<file path="src/logic/ext_bus_pkg.sv">
// Purpose: Shared constants for the external bus ready and arbitration block.
// Assumes: AXI4-Lite register access with 32-bit data, one word per register.
// Notes: Phase lengths are counted in ref_clk cycles.
`default_nettype none
package ext_bus_pkg;
	// ------------------------------------------------------------------
	// Register offsets
	// ------------------------------------------------------------------
	localparam logic [3:0] CTRL_OFFSET = 4'h0;
	localparam logic [3:0] STATUS_OFFSET = 4'h4;
	localparam logic [3:0] ADDR_OFFSET = 4'h8;

	// ------------------------------------------------------------------
	// Control field positions
	// ------------------------------------------------------------------
	localparam int READY_POL_BIT = 0;
	localparam int ASYNC_BIT = 1;
	localparam int READY_EN_BIT = 2;
	localparam int ARB_EN_BIT = 3;
	localparam int ADDR_LEN_LSB = 8;
	localparam int CMD_LEN_LSB = 12;
	localparam int DATA_LEN_BIT = 16;
	localparam int ACC_LEN_LSB = 20;
	localparam int HOLD_LEN_LSB = 28;

	// ------------------------------------------------------------------
	// Status field positions
	// ------------------------------------------------------------------
	localparam int OWNED_BIT = 0;
	localparam int FLOATING_BIT = 1;
	localparam int BUSY_BIT = 2;
	localparam int WAIT_CNT_LSB = 8;

	// ------------------------------------------------------------------
	// Reset values and responses
	// ------------------------------------------------------------------
	localparam logic [31:0] CTRL_RESET = 32'h0000_0101;
	localparam logic [1:0] RESP_OKAY = 2'h0;
	localparam logic [1:0] RESP_SLVERR = 2'h2;
	localparam int SYNC_STAGES = 2;
	localparam int ASYNC_STAGES = 3;
endpackage
`default_nettype wire

</file>
<file path="src/logic/ext_bus_ctrl.sv">
// Purpose: External bus cycle sequencer with ready handshake and bus release.
// Assumes: Software sets the control word over AXI4-Lite before any cycle.
// Notes: Strobe and arbitration pins are registered, one cycle after state.
//
// What this block does
// - Software selects ready input active polarity.
// - Asynchronous ready passes an extra synchronizer.
// - First sample point follows programmed phase lengths.
// - Inactive ready inserts a wait, resamples.
// - Active ready at sample ends cycle.
// - Sample points differ between sync and async.
// - Ready ignored until mandatory access waits elapse.
// - Arbitration enabled: release bus on hold request.
// - Finish running cycle before granting the bus.
// - Release: drive inactive, then float; latch low.
// - Regain: drive inactive before new cycles; latch low.
// - Regain request only while release acknowledged.
// - Regain starts only when hold is withdrawn.
// - Access length may be governed by ready.
`default_nettype none
module ext_bus_ctrl
	import ext_bus_pkg::*;
(
	input wire logic ref_clk,
	input wire logic sys_rst,
	// AXI4-Lite slave.
	input wire logic [3:0] s_axi_awaddr,
	input wire logic s_axi_awvalid,
	output logic s_axi_awready,
	input wire logic [31:0] s_axi_wdata,
	input wire logic [3:0] s_axi_wstrb,
	input wire logic s_axi_wvalid,
	output logic s_axi_wready,
	output logic [1:0] s_axi_bresp,
	output logic s_axi_bvalid,
	input wire logic s_axi_bready,
	input wire logic [3:0] s_axi_araddr,
	input wire logic s_axi_arvalid,
	output logic s_axi_arready,
	output logic [31:0] s_axi_rdata,
	output logic [1:0] s_axi_rresp,
	output logic s_axi_rvalid,
	input wire logic s_axi_rready,
	// Internal cycle request port.
	input wire logic cyc_req,
	input wire logic cyc_write,
	output logic cyc_done,
	// External pins.
	input wire logic ready_in,
	input wire logic hold_req_n,
	output logic release_acknowledge_n,
	output logic bus_regain_request_n,
	output logic bus_reference_clock_out,
	output logic ale,
	output logic rd_n_o,
	output logic rd_n_oe,
	output logic wr_n_o,
	output logic wr_n_oe
);
	typedef enum {C_IDLE, C_ADDR, C_CMD, C_DATA, C_ACC, C_HOLD} cyc_e;
	typedef enum {A_OWN, A_DRIVE_OFF, A_FLOAT, A_DRIVE_ON} arb_e;

	cyc_e cyc_q;
	arb_e arb_q;
	logic [31:0] ctrl_q;
	logic [3:0] aw_addr_q;
	logic aw_have_q;
	logic [31:0] w_data_q;
	logic [3:0] w_strb_q;
	logic w_have_q;
	logic [5:0] cnt_q;
	logic [7:0] wait_cnt_q;
	logic write_q;
	logic ready_sync;
	logic ready_async;
	logic hold_sync_n;
	logic ready_level;
	logic ready_active;
	logic hold_active;
	logic start_ok;
	logic [1:0] addr_len;
	logic [1:0] cmd_len;
	logic data_len;
	logic [4:0] access_phase_length;
	logic [1:0] hold_len;
	logic [5:0] acc_load;

	// ------------------------------------------------------------------
	// Pin synchronisers
	// ------------------------------------------------------------------

	// Normal path: two stages, as for any pin.
	sync_chain #(.STAGES(SYNC_STAGES)) ready_sync_i (
		.ref_clk(ref_clk),
		.sys_rst(sys_rst),
		.pin_in(ready_in),
		.level_out(ready_sync)
	);

	sync_chain #(.STAGES(ASYNC_STAGES)) ready_async_i (
		.ref_clk(ref_clk),
		.sys_rst(sys_rst),
		.pin_in(ready_in),
		.level_out(ready_async)
	);

	// The hold pin comes from another master with its own timing.
	sync_chain #(.STAGES(SYNC_STAGES)) hold_sync_i (
		.ref_clk(ref_clk),
		.sys_rst(sys_rst),
		.pin_in(hold_req_n),
		.level_out(hold_sync_n)
	);

	// Field extraction and ready interpretation.
	assign addr_len = ctrl_q[ADDR_LEN_LSB +: 2];
	assign cmd_len = ctrl_q[CMD_LEN_LSB +: 2];
	assign data_len = ctrl_q[DATA_LEN_BIT];
	assign access_phase_length = ctrl_q[ACC_LEN_LSB +: 5];
	assign hold_len = ctrl_q[HOLD_LEN_LSB +: 2];
	assign ready_level = ctrl_q[ASYNC_BIT] ? ready_async : ready_sync;
	assign ready_active = ready_level == ctrl_q[READY_POL_BIT];
	assign hold_active = ctrl_q[ARB_EN_BIT] && !hold_sync_n;
	assign start_ok = (arb_q == A_OWN) && !hold_active && cyc_req;
	assign acc_load = {1'b0, access_phase_length} + {5'h00, ctrl_q[ASYNC_BIT]};

	// ------------------------------------------------------------------
	// AXI4-Lite slave
	// ------------------------------------------------------------------

	// Address and data are taken independently, each held until the response.
	assign s_axi_awready = !aw_have_q && !s_axi_bvalid;
	assign s_axi_wready = !w_have_q && !s_axi_bvalid;
	assign s_axi_arready = !s_axi_rvalid;

	// Capture write address and data; clear both once the response is sent.
	always_ff @(posedge ref_clk or posedge sys_rst) begin
		if (sys_rst) begin
			aw_have_q <= 1'b0;
			w_have_q <= 1'b0;
			aw_addr_q <= 4'h0;
			w_data_q <= 32'h0000_0000;
			w_strb_q <= 4'h0;
		end else begin
			if (s_axi_awvalid && s_axi_awready) begin
				aw_have_q <= 1'b1;
				aw_addr_q <= s_axi_awaddr;
			end else if (s_axi_bvalid && s_axi_bready) begin
				aw_have_q <= 1'b0;
			end
			if (s_axi_wvalid && s_axi_wready) begin
				w_have_q <= 1'b1;
				w_data_q <= s_axi_wdata;
				w_strb_q <= s_axi_wstrb;
			end else if (s_axi_bvalid && s_axi_bready) begin
				w_have_q <= 1'b0;
			end
		end
	end

	// Commit the write and raise the response once both halves are in.
	always_ff @(posedge ref_clk or posedge sys_rst) begin
		if (sys_rst) begin
			ctrl_q <= CTRL_RESET;
			s_axi_bvalid <= 1'b0;
			s_axi_bresp <= RESP_OKAY;
		end else if (s_axi_bvalid) begin
			if (s_axi_bready) begin
				s_axi_bvalid <= 1'b0;
			end
		end else if (aw_have_q && w_have_q) begin
			s_axi_bvalid <= 1'b1;
			if (aw_addr_q[3:2] == CTRL_OFFSET[3:2]) begin
				for (int i = 0; i < 4; i++) begin
					if (w_strb_q[i]) begin
						ctrl_q[i*8 +: 8] <= w_data_q[i*8 +: 8];
					end
				end
				s_axi_bresp <= RESP_OKAY;
			end else begin
				s_axi_bresp <= RESP_SLVERR;
			end
		end
	end

	// Reads answer one cycle after the address is taken; unmapped reads zero.
	always_ff @(posedge ref_clk or posedge sys_rst) begin
		if (sys_rst) begin
			s_axi_rvalid <= 1'b0;
			s_axi_rdata <= 32'h0000_0000;
			s_axi_rresp <= RESP_OKAY;
		end else if (s_axi_rvalid) begin
			if (s_axi_rready) begin
				s_axi_rvalid <= 1'b0;
			end
		end else if (s_axi_arvalid) begin
			s_axi_rvalid <= 1'b1;
			s_axi_rresp <= RESP_OKAY;
			s_axi_rdata <= 32'h0000_0000;
			if (s_axi_araddr[3:2] == CTRL_OFFSET[3:2]) begin
				s_axi_rdata <= ctrl_q;
			end else if (s_axi_araddr[3:2] == STATUS_OFFSET[3:2]) begin
				s_axi_rdata[OWNED_BIT] <= arb_q == A_OWN;
				s_axi_rdata[FLOATING_BIT] <= arb_q == A_FLOAT;
				s_axi_rdata[BUSY_BIT] <= cyc_q != C_IDLE;
				s_axi_rdata[WAIT_CNT_LSB +: 8] <= wait_cnt_q;
			end else begin
				s_axi_rresp <= RESP_SLVERR;
			end
		end
	end

	// ------------------------------------------------------------------
	// Bus cycle sequencer
	// ------------------------------------------------------------------

	// Phases run address, command delay, data setup, access, hold.
	// Zero-length command, data and hold phases are skipped; an address length of zero wraps to 64 cycles.
	always_ff @(posedge ref_clk or posedge sys_rst) begin
		if (sys_rst) begin
			cyc_q <= C_IDLE;
			cnt_q <= 6'h00;
			write_q <= 1'b0;
			wait_cnt_q <= 8'h00;
			cyc_done <= 1'b0;
		end else begin
			cyc_done <= 1'b0;
			cnt_q <= cnt_q - 6'h01;
			case (cyc_q)
				C_IDLE: begin
					if (start_ok) begin
						cyc_q <= C_ADDR;
						write_q <= cyc_write;
						wait_cnt_q <= 8'h00;
						cnt_q <= {4'h0, addr_len} - 6'h01;
					end
				end
				C_ADDR: begin
					if (cnt_q == 6'h00) begin
						if (cmd_len != 2'h0) begin
							cyc_q <= C_CMD;
							cnt_q <= {4'h0, cmd_len} - 6'h01;
						end else if (data_len) begin
							cyc_q <= C_DATA;
							cnt_q <= 6'h00;
						end else begin
							cyc_q <= C_ACC;
							cnt_q <= acc_load;
						end
					end
				end
				C_CMD: begin
					if (cnt_q == 6'h00) begin
						if (data_len) begin
							cyc_q <= C_DATA;
							cnt_q <= 6'h00;
						end else begin
							cyc_q <= C_ACC;
							cnt_q <= acc_load;
						end
					end
				end
				C_DATA: begin
					cyc_q <= C_ACC;
					cnt_q <= acc_load;
				end
				C_ACC: begin
					if (cnt_q != 6'h00) begin
						cyc_q <= C_ACC;
					end else if (ctrl_q[READY_EN_BIT] && !ready_active) begin
						cnt_q <= 6'h00;
						wait_cnt_q <= wait_cnt_q + 8'h01;
					end else if (hold_len != 2'h0) begin
						cyc_q <= C_HOLD;
						cnt_q <= {4'h0, hold_len} - 6'h01;
					end else begin
						cyc_q <= C_IDLE;
						cyc_done <= 1'b1;
					end
				end
				C_HOLD: begin
					if (cnt_q == 6'h00) begin
						cyc_q <= C_IDLE;
						cyc_done <= 1'b1;
					end
				end
				default: begin
					cyc_q <= C_IDLE;
				end
			endcase
		end
	end

	// ------------------------------------------------------------------
	// Bus arbitration
	// ------------------------------------------------------------------

	// The bus is only given away from idle, and never in the cycle a new
	// one would start, since start_ok already excludes an active hold.
	always_ff @(posedge ref_clk or posedge sys_rst) begin
		if (sys_rst) begin
			arb_q <= A_OWN;
		end else begin
			case (arb_q)
				A_OWN: begin
					if (hold_active && cyc_q == C_IDLE) begin
						arb_q <= A_DRIVE_OFF;
					end
				end
				A_DRIVE_OFF: begin
					arb_q <= A_FLOAT;
				end
				A_FLOAT: begin
					if (hold_sync_n) begin
						arb_q <= A_DRIVE_ON;
					end
				end
				A_DRIVE_ON: begin
					arb_q <= A_OWN;
				end
				default: begin
					arb_q <= A_OWN;
				end
			endcase
		end
	end

	// ------------------------------------------------------------------
	// Pin drivers
	// ------------------------------------------------------------------

	// Registered from state so pins change cleanly one cycle after it.
	always_ff @(posedge ref_clk or posedge sys_rst) begin
		if (sys_rst) begin
			ale <= 1'b0;
			rd_n_o <= 1'b1;
			wr_n_o <= 1'b1;
			rd_n_oe <= 1'b1;
			wr_n_oe <= 1'b1;
			release_acknowledge_n <= 1'b1;
			bus_regain_request_n <= 1'b1;
		end else begin
			// Latch strobe only in the address phase, low while released.
			ale <= cyc_q == C_ADDR;
			rd_n_o <= !(cyc_q == C_ACC && !write_q);
			wr_n_o <= !(cyc_q == C_ACC && write_q);
			rd_n_oe <= arb_q != A_FLOAT;
			wr_n_oe <= arb_q != A_FLOAT;
			release_acknowledge_n <= arb_q != A_FLOAT;
			bus_regain_request_n <= !(arb_q == A_FLOAT && cyc_req);
		end
	end

	// Reference clock out runs at half ref_clk; ready in sync mode
	// is expected to be timed against it.
	always_ff @(posedge ref_clk or posedge sys_rst) begin
		if (sys_rst) begin
			bus_reference_clock_out <= 1'b0;
		end else begin
			bus_reference_clock_out <= !bus_reference_clock_out;
		end
	end
endmodule
`default_nettype wire

</file>
<file path="src/logic/sync_chain.sv">
// Purpose: Flip-flop chain that brings a pin level into the ref_clk domain.
// Assumes: The input may change at any time relative to ref_clk.
// Notes: The first stage is read only by the next stage.
`default_nettype none
module sync_chain #(
	parameter int STAGES = 2
) (
	input wire logic ref_clk,
	input wire logic sys_rst,
	input wire logic pin_in,
	output logic level_out
);
	logic [STAGES-1:0] chain_q;

	// Shift the pin level through the chain; resets to low.
	always_ff @(posedge ref_clk or posedge sys_rst) begin
		if (sys_rst) begin
			chain_q <= '0;
		end else begin
			chain_q <= {chain_q[STAGES-2:0], pin_in};
		end
	end

	assign level_out = chain_q[STAGES-1];
endmodule
`default_nettype wire

</file>
<file path="config.mk">
export PLATFORM = sky130hd
export DESIGN_NAME = ext_bus_ctrl
export DESIGN_NICKNAME = d
export VERILOG_FILES = /design/src/logic/ext_bus_pkg.sv /design/src/logic/ext_bus_ctrl.sv /design/src/logic/sync_chain.sv
export SDC_FILE = /design/constraint.sdc
export NUM_CORES = 1
export LEC_CHECK = 0
export BUFFER_PORTS_ARGS = -buffer_cell sky130_fd_sc_hd__buf_2
export CORE_MARGIN = 4
export CORE_UTILIZATION = 56
export CTS_CLUSTER_DIAMETER = 80
export DETAILED_ROUTE_END_ITERATION = 10
export PLACE_DENSITY = 0.91
export SLEW_MARGIN = 5
export SYNTH_ARGS = -nofsm -noshare
export SYNTH_HDL_FRONTEND = slang
export SYNTH_SLANG_ARGS = --single-unit
</file>
<file path="constraint.sdc">
create_clock -name ref_clk -period 5.2 [get_ports ref_clk]
set_clock_uncertainty 0.15 [all_clocks]
set_input_delay 0.78 -clock ref_clk [delete_from_list [all_inputs] [get_ports ref_clk]]
set_output_delay 0.78 -clock ref_clk [all_outputs]
set_load 0.03 [all_outputs]
</file>
==> load_flow_metrics.sql, run 1 <==
INSERT INTO impl_metrics (metric_group, metric, value, unit) VALUES
('run_status', 'result_of_the_run', 'finished, final reports clean', ''),
('sta', 'setup_violations', '0', ''),
('finish', 'commonest_non_fill_non_tap_cell_in_the_layout', 'sky130_fd_sc_hd__dfrtp_1', ''),
('synth', 'syn-mean-instance-area', '12.46', 'sq um'),
('synth', 'synth-async-reset-ratio', '100.0', '%'),
('synth', 'synthFlopType', 'sky130_fd_sc_hd__dfrtp_1', ''),
('place', 'pre_cts_ws', '2709', 'ps'),
('drt', 'drtPass1Iterations', '6', ''),
('cts', 'post_cts_resized', '0', ''),
('synth', 'synth-seq-area-share', '57.99', '%'),
('worst_setup_path', 'timing.critical_path.to_type', 'flop', ''),
('place', 'portBuffers', '98', ''),
('worst_setup_path', 'crit_chain', 'nor3b_2 > nand3_2 > or4_4 > xnor2_1 > nor2_1', ''),
('pwr', 'finalPower', '3816', 'uW'),
('finish', 'final_cell_mix', 'sky130_fd_sc_hd__dfrtp_1 (134), sky130_fd_sc_hd__buf_2 (98), sky130_fd_sc_hd__mux2_2 (74), sky130_fd_sc_hd__nand2_1 (36), sky130_fd_sc_hd__nor2_1 (24)', ''),
('worst_setup_path', 'worstSetupStartpointType', 'flop', ''),
('synth', 'synth-edff-count', '0', ''),
('cts', 'tritoncts', 'built', ''),
('worst_setup_path', 'crit_fanout', '18', ''),
('grt', 'largest_net_degree_at_the_start_of_global_routing', '93', ''),
('worst_setup_path', 'critPathArrivalTime', '2830', 'ps'),
('finish', 'final_layout_size_suffix_gt1_share', '38.77', '%'),
('grt', 'grt_pass1_wl', '24.01', 'mm'),
('drt', 'postRouteAntennaNets', '0', ''),
('run', 'max_cap_violations', '0', ''),
('cts', 'numCtsBuffers', '17', ''),
('grt', 'antenna_violations_before_repair', '0', ''),
('cts', 'clk-insertion-delay-late', '540', 'ps'),
('synth', 'synthDominantCellAreaShare', '55.38', '%'),
('place', 'cell_area_placed', '6639', 'sq um'),
('worst_setup_path', 'delay_heaviest_family_cp', 'simple AND/OR/NAND/NOR gates', ''),
('floorplan', 'floorplan.die_area', '12540', 'sq um'),
('cts', 'cts_num_sinks', '140', ''),
('synth', 'yosys-top-cells-area', 'sky130_fd_sc_hd__dfrtp_1 (55%), sky130_fd_sc_hd__mux2_2 (14%), sky130_fd_sc_hd__a22o_1 (3.0%)', ''),
('cts', 'htreeDepth', '4', ''),
('worst_setup_path', 'cp_slowest_cell', 'sky130_fd_sc_hd__dfrtp_1', ''),
('worst_setup_path', 'cp_data_required_time', '5460', 'ps'),
('floorplan', 'fp-row-count', '37', ''),
('pwr', 'power_density', '528.6', 'nW/um^2'),
('drt', 'drt_iter0_drc', '450', ''),
('sta', 'timing.setup.tns', '0', 'ps'),
('cts', 'clk_root_buffer_cell', 'sky130_fd_sc_hd__clkbuf_8', ''),
('floorplan', 'floorplan.initialDensity', '58.13', '%'),
('drt', 'routed_wl', '14.44', 'mm'),
('synth', 'post_synth_instance_area', '6055', 'sq um'),
('pwr', 'power.static_leakage', '0.003365', 'uW'),
('worst_setup_path', 'cpPeakStageDelay', '700', 'ps'),
('drt', 'post_drt_wl_per_cell', '19.59', 'microns'),
('sta', 'timing.final.max_slew_violations', '0', ''),
('finish', 'layout-area-overhead-vs-synth', '19.22', '%'),
('sta', 'final_min_period_over_clock_period', '49.52', '%'),
('synth', 'synth.lib_cells_used.distinct', '61', ''),
('finish', 'design_area', '7218', 'sq um'),
('sta', 'achievable-frequency', '0.3883', 'GHz'),
('place', 'hpwl', '9.447', 'mm'),
('finish', 'antenna_cells_inserted', '0', ''),
('cts', 'cts-hold-fix-buffers', '0', ''),
('sta', 'worst_margin_pin_slew', '1084', 'ps'),
('sta', 'unrepaired_setup_endpoints_after_global_routing', 'no', ''),
('sta', 'fin_crit', '2575', 'ps'),
('place', 'final_wtd_congestion', '0.9385', ''),
('synth', 'yosys_warnings', '0', ''),
('drt', 'vias_after_detailed_routing', '4446', ''),
('finish', 'nNetsFinal', '651', ''),
('grt', 'grt_usage', '24.31', '%'),
('cts', 'cts_buffer_depth', '2', ''),
('drt', 'routed_via_density', '6.033', ''),
('worst_setup_path', 'timing.critical_path.buf_inv', '0', ''),
('min_path', 'hold_class', 'input pin to flop', ''),
('sta', 'max_slew_margin', '27.55', '%'),
('cts', 'post-cts-setup-buffer-count', '0', '');
-- kinds of logic (layout without fill, tap and decap cells) --
kind of cell    after synthesis  count (layout)  synth area share (%)
compound gates               82              82                 9.506
xor+xnor                     13              13                 1.881
fa+ha+maj                     8               8                 1.653
buf+inv                      39             153                 3.224
flops                       140             140                 57.99
mux                          87              87                 15.91
other cells                   1               2               0.06194
simple gates                116             116                 9.775
-- path summary, 6_finish.rpt --
| check | start | end | slack [ps] | depth (start not counted) |
|---|---|---|---|---|
| max | cyc_q[2] | wait_cnt_q[6] | 2620 | 5 |
| min | ready_in | ready_async_i.chain_q[0] | 200 | 1 |
| max reg2reg | cyc_q[2] | wait_cnt_q[6] | 2620 | 5 |
| min reg2reg | hold_sync_i.chain_q[0] | hold_sync_i.chain_q[1] | 210 | 0 |
| max in group asynchronous | sys_rst | s_axi_rdata[12] | 3540 | 3 |
| min in group asynchronous | sys_rst | w_data_q[5] | 260 | 2 |
-- final cells by class --
type / instances / area (sq um)
inverter: 20 / 80.08
clock inverter: 15 / 165.2
sequential: 140 / 3511
clock buffer: 17 / 414.1
fill: 688 / 3198
timing repair buffer: 101 / 513.0
tap: 136 / 170.2
multi-input combinational: 308 / 2365
-- Yosys cell counts (all sizes together) (3+ instances only) --
| cell | count |
|---|---|
| nand2 | 41 |
| xor2 | 4 |
| buf | 11 |
| or4 | 3 |
| a31oi | 5 |
| or2b | 3 |
| o221ai | 5 |
| dfrtp | 134 |
| nor2b | 3 |
| o21ai | 21 |
| a22o | 21 |
| a21oi | 12 |
| ha | 8 |
| dfstp | 6 |
| xnor2 | 9 |
| nor2 | 26 |
| mux2i | 13 |
| nand2b | 5 |
| clkbuf | 8 |
| mux2 | 74 |
| nor3 | 12 |
| inv | 20 |
| nand3 | 11 |
-- where the power goes --
part / switching [uW] / internal, uW
Combinational: 492 / 432
Clock: 487 / 691
Sequential: 277 / 1440
Total: 1260 / 2560
-- sequential cells by signal, summed over array words and instances, names as in the netlist, 2 cells and up --
register and cells:
s_axi_rdata 32, w_strb_q 4, aw_addr_q 2, wait_cnt_q 8
ready_async_i.chain_q 3, w_data_q 32, arb_q 2, ctrl_q 32
hold_sync_i.chain_q 2, cnt_q 6, cyc_q 3
-- through the flow --
stage | utilization [%] | std cells
final | 69.30 | 737
after global routing | 69.30 | 737
after CTS | 69.30 | 737
after detailed placement | 63.74 | 705
after global placement | 63.74 | 705
after floorplan | - | 487
-- worst reg2reg max path: stages, from the launching register on --
cell                      delay [ps]
sky130_fd_sc_hd__dfrtp_1         700
sky130_fd_sc_hd__nor3b_2         570
sky130_fd_sc_hd__nand3_2         270
sky130_fd_sc_hd__or4_4           580
sky130_fd_sc_hd__xnor2_1         140
sky130_fd_sc_hd__nor2_1           50
-- per-layer routing --
metal | vias to the layer above | global-route usage [%] | wire [microns]
met5 | - | 0 | 0
met4 | 0 | 9.455 | 441
met3 | 56 | 7.663 | 1288
met2 | 228 | 41.53 | 7226
met1 | 2223 | 28.79 | 5481
li1 | 1939 | - | -
(Power assumes the default switching activity.)
==> inputs of run 2 (changes only) <==
--- a/config.mk
+++ b/config.mk
@@ -5,12 +5,13 @@
 export SDC_FILE = /design/constraint.sdc
 export NUM_CORES = 1
 export LEC_CHECK = 0
+export ABC_AREA = 1
 export BUFFER_PORTS_ARGS = -buffer_cell sky130_fd_sc_hd__buf_2
 export CORE_MARGIN = 4
-export CORE_UTILIZATION = 56
+export CORE_UTILIZATION = 50
 export CTS_CLUSTER_DIAMETER = 80
 export DETAILED_ROUTE_END_ITERATION = 10
-export PLACE_DENSITY = 0.91
+export PLACE_DENSITY = 0.86
 export SLEW_MARGIN = 5
 export SYNTH_ARGS = -nofsm -noshare
 export SYNTH_HDL_FRONTEND = slang
==> constraint.sdc (replaced) <==
create_clock -name ref_clk -period 2.12 [get_ports ref_clk]
set_clock_uncertainty 0.15 [all_clocks]
set_input_delay 0.318 -clock ref_clk [delete_from_list [all_inputs] [get_ports ref_clk]]
set_output_delay 0.318 -clock ref_clk [all_outputs]
set_load 0.03 [all_outputs]
==> run 2 against run 1 <==
Effect of this change: the run now ends with hold timing left; hold slack worse by 210 ps; cell count grew 24%; die area rose by 11%; clock power is 150% higher; power increased by 140%; clock-buffer cell count rose by 8; sequential power increased by 140%; sequential share of layout area decreased by 3.1 points; via count up 13%; core utilization down 3.3 points; register-to-register slack worse by 2500 ps.
==> load_flow_metrics.sql, run 2 <==
INSERT INTO impl_metrics (metric_group, metric, value, unit) VALUES
('run_status', 'result_of_the_run', 'finished, violations left', ''),
('run_status', 'violations_in_the_final_reports', 'hold timing', ''),
('synth', 'synth-edff-count', '0', ''),
('drt', 'postRouteAntennaNets', '0', ''),
('worst_setup_path', 'timing.critical_path.to_type', 'flop', ''),
('grt', 'grt_usage', '23.32', '%'),
('synth', 'synthFlopType', 'sky130_fd_sc_hd__dfrtp_1', ''),
('synth', 'yosys.area.top_type', 'sky130_fd_sc_hd__dfrtp_1', ''),
('sta', 'worst_margin_pin_slew', '497.5', 'ps'),
('worst_setup_path', 'timing_worst_setup_path_type', 'flop to flop', ''),
('sta', 'hold_violations', '1', ''),
('worst_setup_path', 'critical_path.reg2reg.startpoint', 's_axi_rvalid', ''),
('cts', 'numCtsBuffers', '17', ''),
('finish', 'n_fill_cell', '800', ''),
('grt', 'met2_usage', '40.26', '%'),
('place', 'hpwl', '9.607', 'mm'),
('cts', 'clk_root_buffer_cell', 'sky130_fd_sc_hd__clkbuf_16', ''),
('pwr', 'power_density', '1212', 'nW/um^2'),
('sta', 'unrepaired_setup_endpoints_after_global_routing', 'no', ''),
('drt', 'routed_wl', '15.79', 'mm'),
('sta', 'fin_crit', '1948', 'ps'),
('sta', 'achievable-frequency', '0.5133', 'GHz'),
('synth', 'dominant_cell_by_count_in_the_synthesized_netlist', 'sky130_fd_sc_hd__dfrtp_1', ''),
('worst_setup_path', 'critPathArrivalTime', '2030', 'ps'),
('finish', 'biggestRegsByFlops', 'ctrl_q x32, s_axi_rdata x32, w_data_q x32', ''),
('floorplan', 'core', '11660', 'sq um'),
('finish', 'final_cell_mix', 'sky130_fd_sc_hd__dfrtp_1 (134), sky130_fd_sc_hd__nand2_1 (129), sky130_fd_sc_hd__buf_2 (98), sky130_fd_sc_hd__inv_1 (58), sky130_fd_sc_hd__o21ai_0 (52)', ''),
('floorplan', 'pin_count', '105', ''),
('drt', 'drt_iter0_drc', '377', ''),
('finish', 'multi_input_comb_area', '2228', 'sq um'),
('cts', 'cts.clk_slew.worst_paths', '60', 'ps'),
('worst_setup_path', 'timing.reg2reg.setup_slack', '170', 'ps'),
('worst_setup_path', 'cp_data_required_time', '2200', 'ps'),
('floorplan', 'fp.dieW', '118.1', 'microns'),
('grt', 'antenna_violations_before_repair', '1', ''),
('cts', 'tritoncts', 'built', ''),
('sta', 'final_min_period_over_clock_period', '91.89', '%'),
('place', 'pre_cts_ws', '220.1', 'ps'),
('finish', 'final_layout_size_suffix_gt1_share', '26.94', '%'),
('min_path', 'min_from', 's_axi_wdata[13]', ''),
('synth', 'yosys_warnings', '0', ''),
('finish', 'register_area', '3511', 'sq um'),
('worst_setup_path', 'crit_chain', 'inv_2 > nand2_1 > clkinv_1 > nand2_1 > o221ai_1', ''),
('pwr', 'vdd.ir_drop.worst', '1034', 'uV'),
('drt', 'routed_via_density', '5.501', ''),
('finish', 'nNetsFinal', '822', ''),
('finish', 'layout-area-overhead-vs-synth', '27.06', '%'),
('cts', 'clk-insertion-delay-late', '420', 'ps'),
('floorplan', 'die_height', '118.1', 'microns'),
('grt', 'grtUsageMet1', '26.95', '%'),
('sta', 'timing.final.max_slew_violations', '0', ''),
('worst_setup_path', 'crit_fanout', '11', ''),
('synth', 'ys_ff_latch', '140', ''),
('grt', 'grt_pass1_vias', '5270', ''),
('worst_setup_path', 'cpPeakStageDelay', '470', 'ps'),
('drt', 'vias_after_detailed_routing', '5039', ''),
('drt', 'drtPass1Iterations', '8', ''),
('sta', 'worst_hold_slack', '-4.871', 'ps'),
('place', 'final_wtd_congestion', '0.9633', ''),
('finish', 'commonest_non_fill_non_tap_cell_in_the_layout', 'sky130_fd_sc_hd__dfrtp_1', ''),
('pwr', 'power.static_leakage', '0.003780', 'uW'),
('synth', 'synthCells', '615', ''),
('grt', 'grt_pass1_wl', '26.15', 'mm'),
('sta', 'max_slew_margin', '66.58', '%'),
('floorplan', 'fp-row-count', '39', ''),
('synth', 'synth-async-reset-ratio', '100.0', '%'),
('cts', 'htreeDepth', '4', ''),
('sta', 'finalWorstSetupSlack', '171.9', 'ps'),
('worst_setup_path', 'reg2reg_depth', '5', ''),
('synth', 'synthDominantCellAreaShare', '55.31', '%'),
('floorplan', 'floorplan.initialDensity', '51.98', '%'),
('worst_setup_path', 'r2r-end', 's_axi_rdata[9]', ''),
('worst_setup_path', 'cp_slowest_cell', 'sky130_fd_sc_hd__nand2_1', ''),
('worst_setup_path', 'cp_common_cell', 'sky130_fd_sc_hd__nand2_1', ''),
('synth', 'yosys-top-cells-count', 'sky130_fd_sc_hd__dfrtp_1 (134), sky130_fd_sc_hd__nand2_1 (130), sky130_fd_sc_hd__inv_1 (59), sky130_fd_sc_hd__nor2_1 (52), sky130_fd_sc_hd__o21ai_0 (52)', ''),
('worst_setup_path', 'crit_path_start', 's_axi_rvalid', ''),
('run', 'max_cap_violations', '0', ''),
('sta', 'setup_violations', '0', ''),
('min_path', 'hold-path-cell-count', '2', ''),
('synth', 'synth.lib_cells_used.distinct', '32', ''),
('drt', 'post_drt_wl_per_cell', '17.23', 'microns'),
('grt', 'grt_use_met3', '6.247', '%'),
('sta', 'timing.setup.tns', '0', 'ps'),
('synth', 'synth-seq-area-share', '57.92', '%'),
('grt', 'largest_net_degree_at_the_start_of_global_routing', '51', ''),
('grt', 'grt_busiest_layer', 'met2', ''),
('floorplan', 'floorplan.die_area', '13950', 'sq um'),
('cts', 'cts_buffer_depth', '2', ''),
('finish', 'finalCoreUtilization', '66.04', '%'),
('place', 'portBuffers', '98', ''),
('worst_setup_path', 'worstSetupStartpointType', 'flop', ''),
('finish', 'design_area', '7702', 'sq um'),
('grt', 'overflow', '0', ''),
('cts', 'cts_num_sinks', '140', ''),
('synth', 'yosys-top-cells-area', 'sky130_fd_sc_hd__dfrtp_1 (55%), sky130_fd_sc_hd__mux2_2 (8.7%), sky130_fd_sc_hd__nand2_1 (8.0%)', ''),
('synth', 'post_synth_instance_area', '6062', 'sq um'),
('min_path', 'hold_class', 'input pin to flop', ''),
('drt', 'post-route-drc-count', '0', ''),
('min_path', 'timing.hold.worst_endpoint', 'w_data_q[13]', ''),
('place', 'cell_area_placed', '6783', 'sq um'),
('synth', 'syn-mean-instance-area', '9.857', 'sq um');
-- run 2: area by class of cell --
type / instances / share of cell area (%)
Clock buffer: 25 / 6.303
Antenna cell: 1 / 0.03249
Clock inverter: 7 / 1.186
Tap cell: 143 / 2.323
Multi-Input combinational cell: 394 / 28.93
Timing Repair Buffer: 144 / 12.57
Sequential cell: 140 / 45.58
Inverter: 62 / 3.070
-- run 2: how the worst max path moves through the flow --
stage / to / depth (start not counted) / slack [ps]
2_1_floorplan: ale / 1 / -90
3_3_place_gp: wait_cnt_q[3] / 8 / 300
3_5_place_dp: wait_cnt_q[3] / 9 / 220
4_1_cts: wait_cnt_q[3] / 8 / 150
5_1_grt: wait_cnt_q[3] / 9 / 20
6_report: s_axi_rdata[9] / 5 / 170
-- run 2: where the power goes --
part / internal, uW / total, uW / switching (uW) / leakage [uW]
clock network: 1820 / 2900 / 1080 / 0.000281
registers: 3510 / 4060 / 549 / 0.00172
logic: 970 / 2370 / 1400 / 0.00177
total: 6300 / 9330 / 3030 / 0.00378
-- run 2: stage by stage --
stage | hold WS (ps) | instances | power [uW]
2_1_floorplan | 181.2 | 616 | 5562
4_1_cts | 0.1740 | 915 | 9239
3_3_place_gp | 185.1 | 850 | 6123
5_1_grt | 0.2999 | 916 | 9762
6_report | -4.871 | 916 | 9333
3_5_place_dp | 187.1 | 850 | 6269
-- run 2: critical path: cells and delay by family (launching register included) --
kind | cells | cell delay, ps
and+or+nand+nor | 2 | 620
AOI/OAI and AO/OA | 1 | 280
DFF | 1 | 380
buffers and inverters | 2 | 330
-- run 2: cells by family (layout without fill, tap and decap cells) --
logic type / count (synthesis) / in the layout / share of synthesized area (%)
AND/OR/NAND/NOR: 235 / 235 / 16.47
other: 1 / 3 / 0.06186
buffers and inverters: 82 / 238 / 5.593
multiplexers: 47 / 47 / 8.731
flip-flops: 140 / 140 / 57.92
adder cells (fa/ha/maj): 8 / 8 / 1.651
XOR/XNOR: 10 / 10 / 1.445
AO/OA/AOI/OAI: 92 / 92 / 8.132
-- run 2: repair_timing --
| action | in CTS | in global routing |
|---|---|---|
| hold endpoints to repair | 45 | 0 |
| gates resized for setup | 0 | 3 |
| hold buffers | 33 | 0 |
| setup buffers | 0 | 0 |
| endpoints found under the setup margin | 0 | 1 |
-- run 2: per-layer routing --
| layer | vias up | routed length, microns |
|---|---|---|
| met5 | - | 0 |
| met4 | 0 | 574 |
| met3 | 62 | 1157 |
| met2 | 244 | 8172 |
| met1 | 2436 | 5882 |
| li1 | 2297 | - |
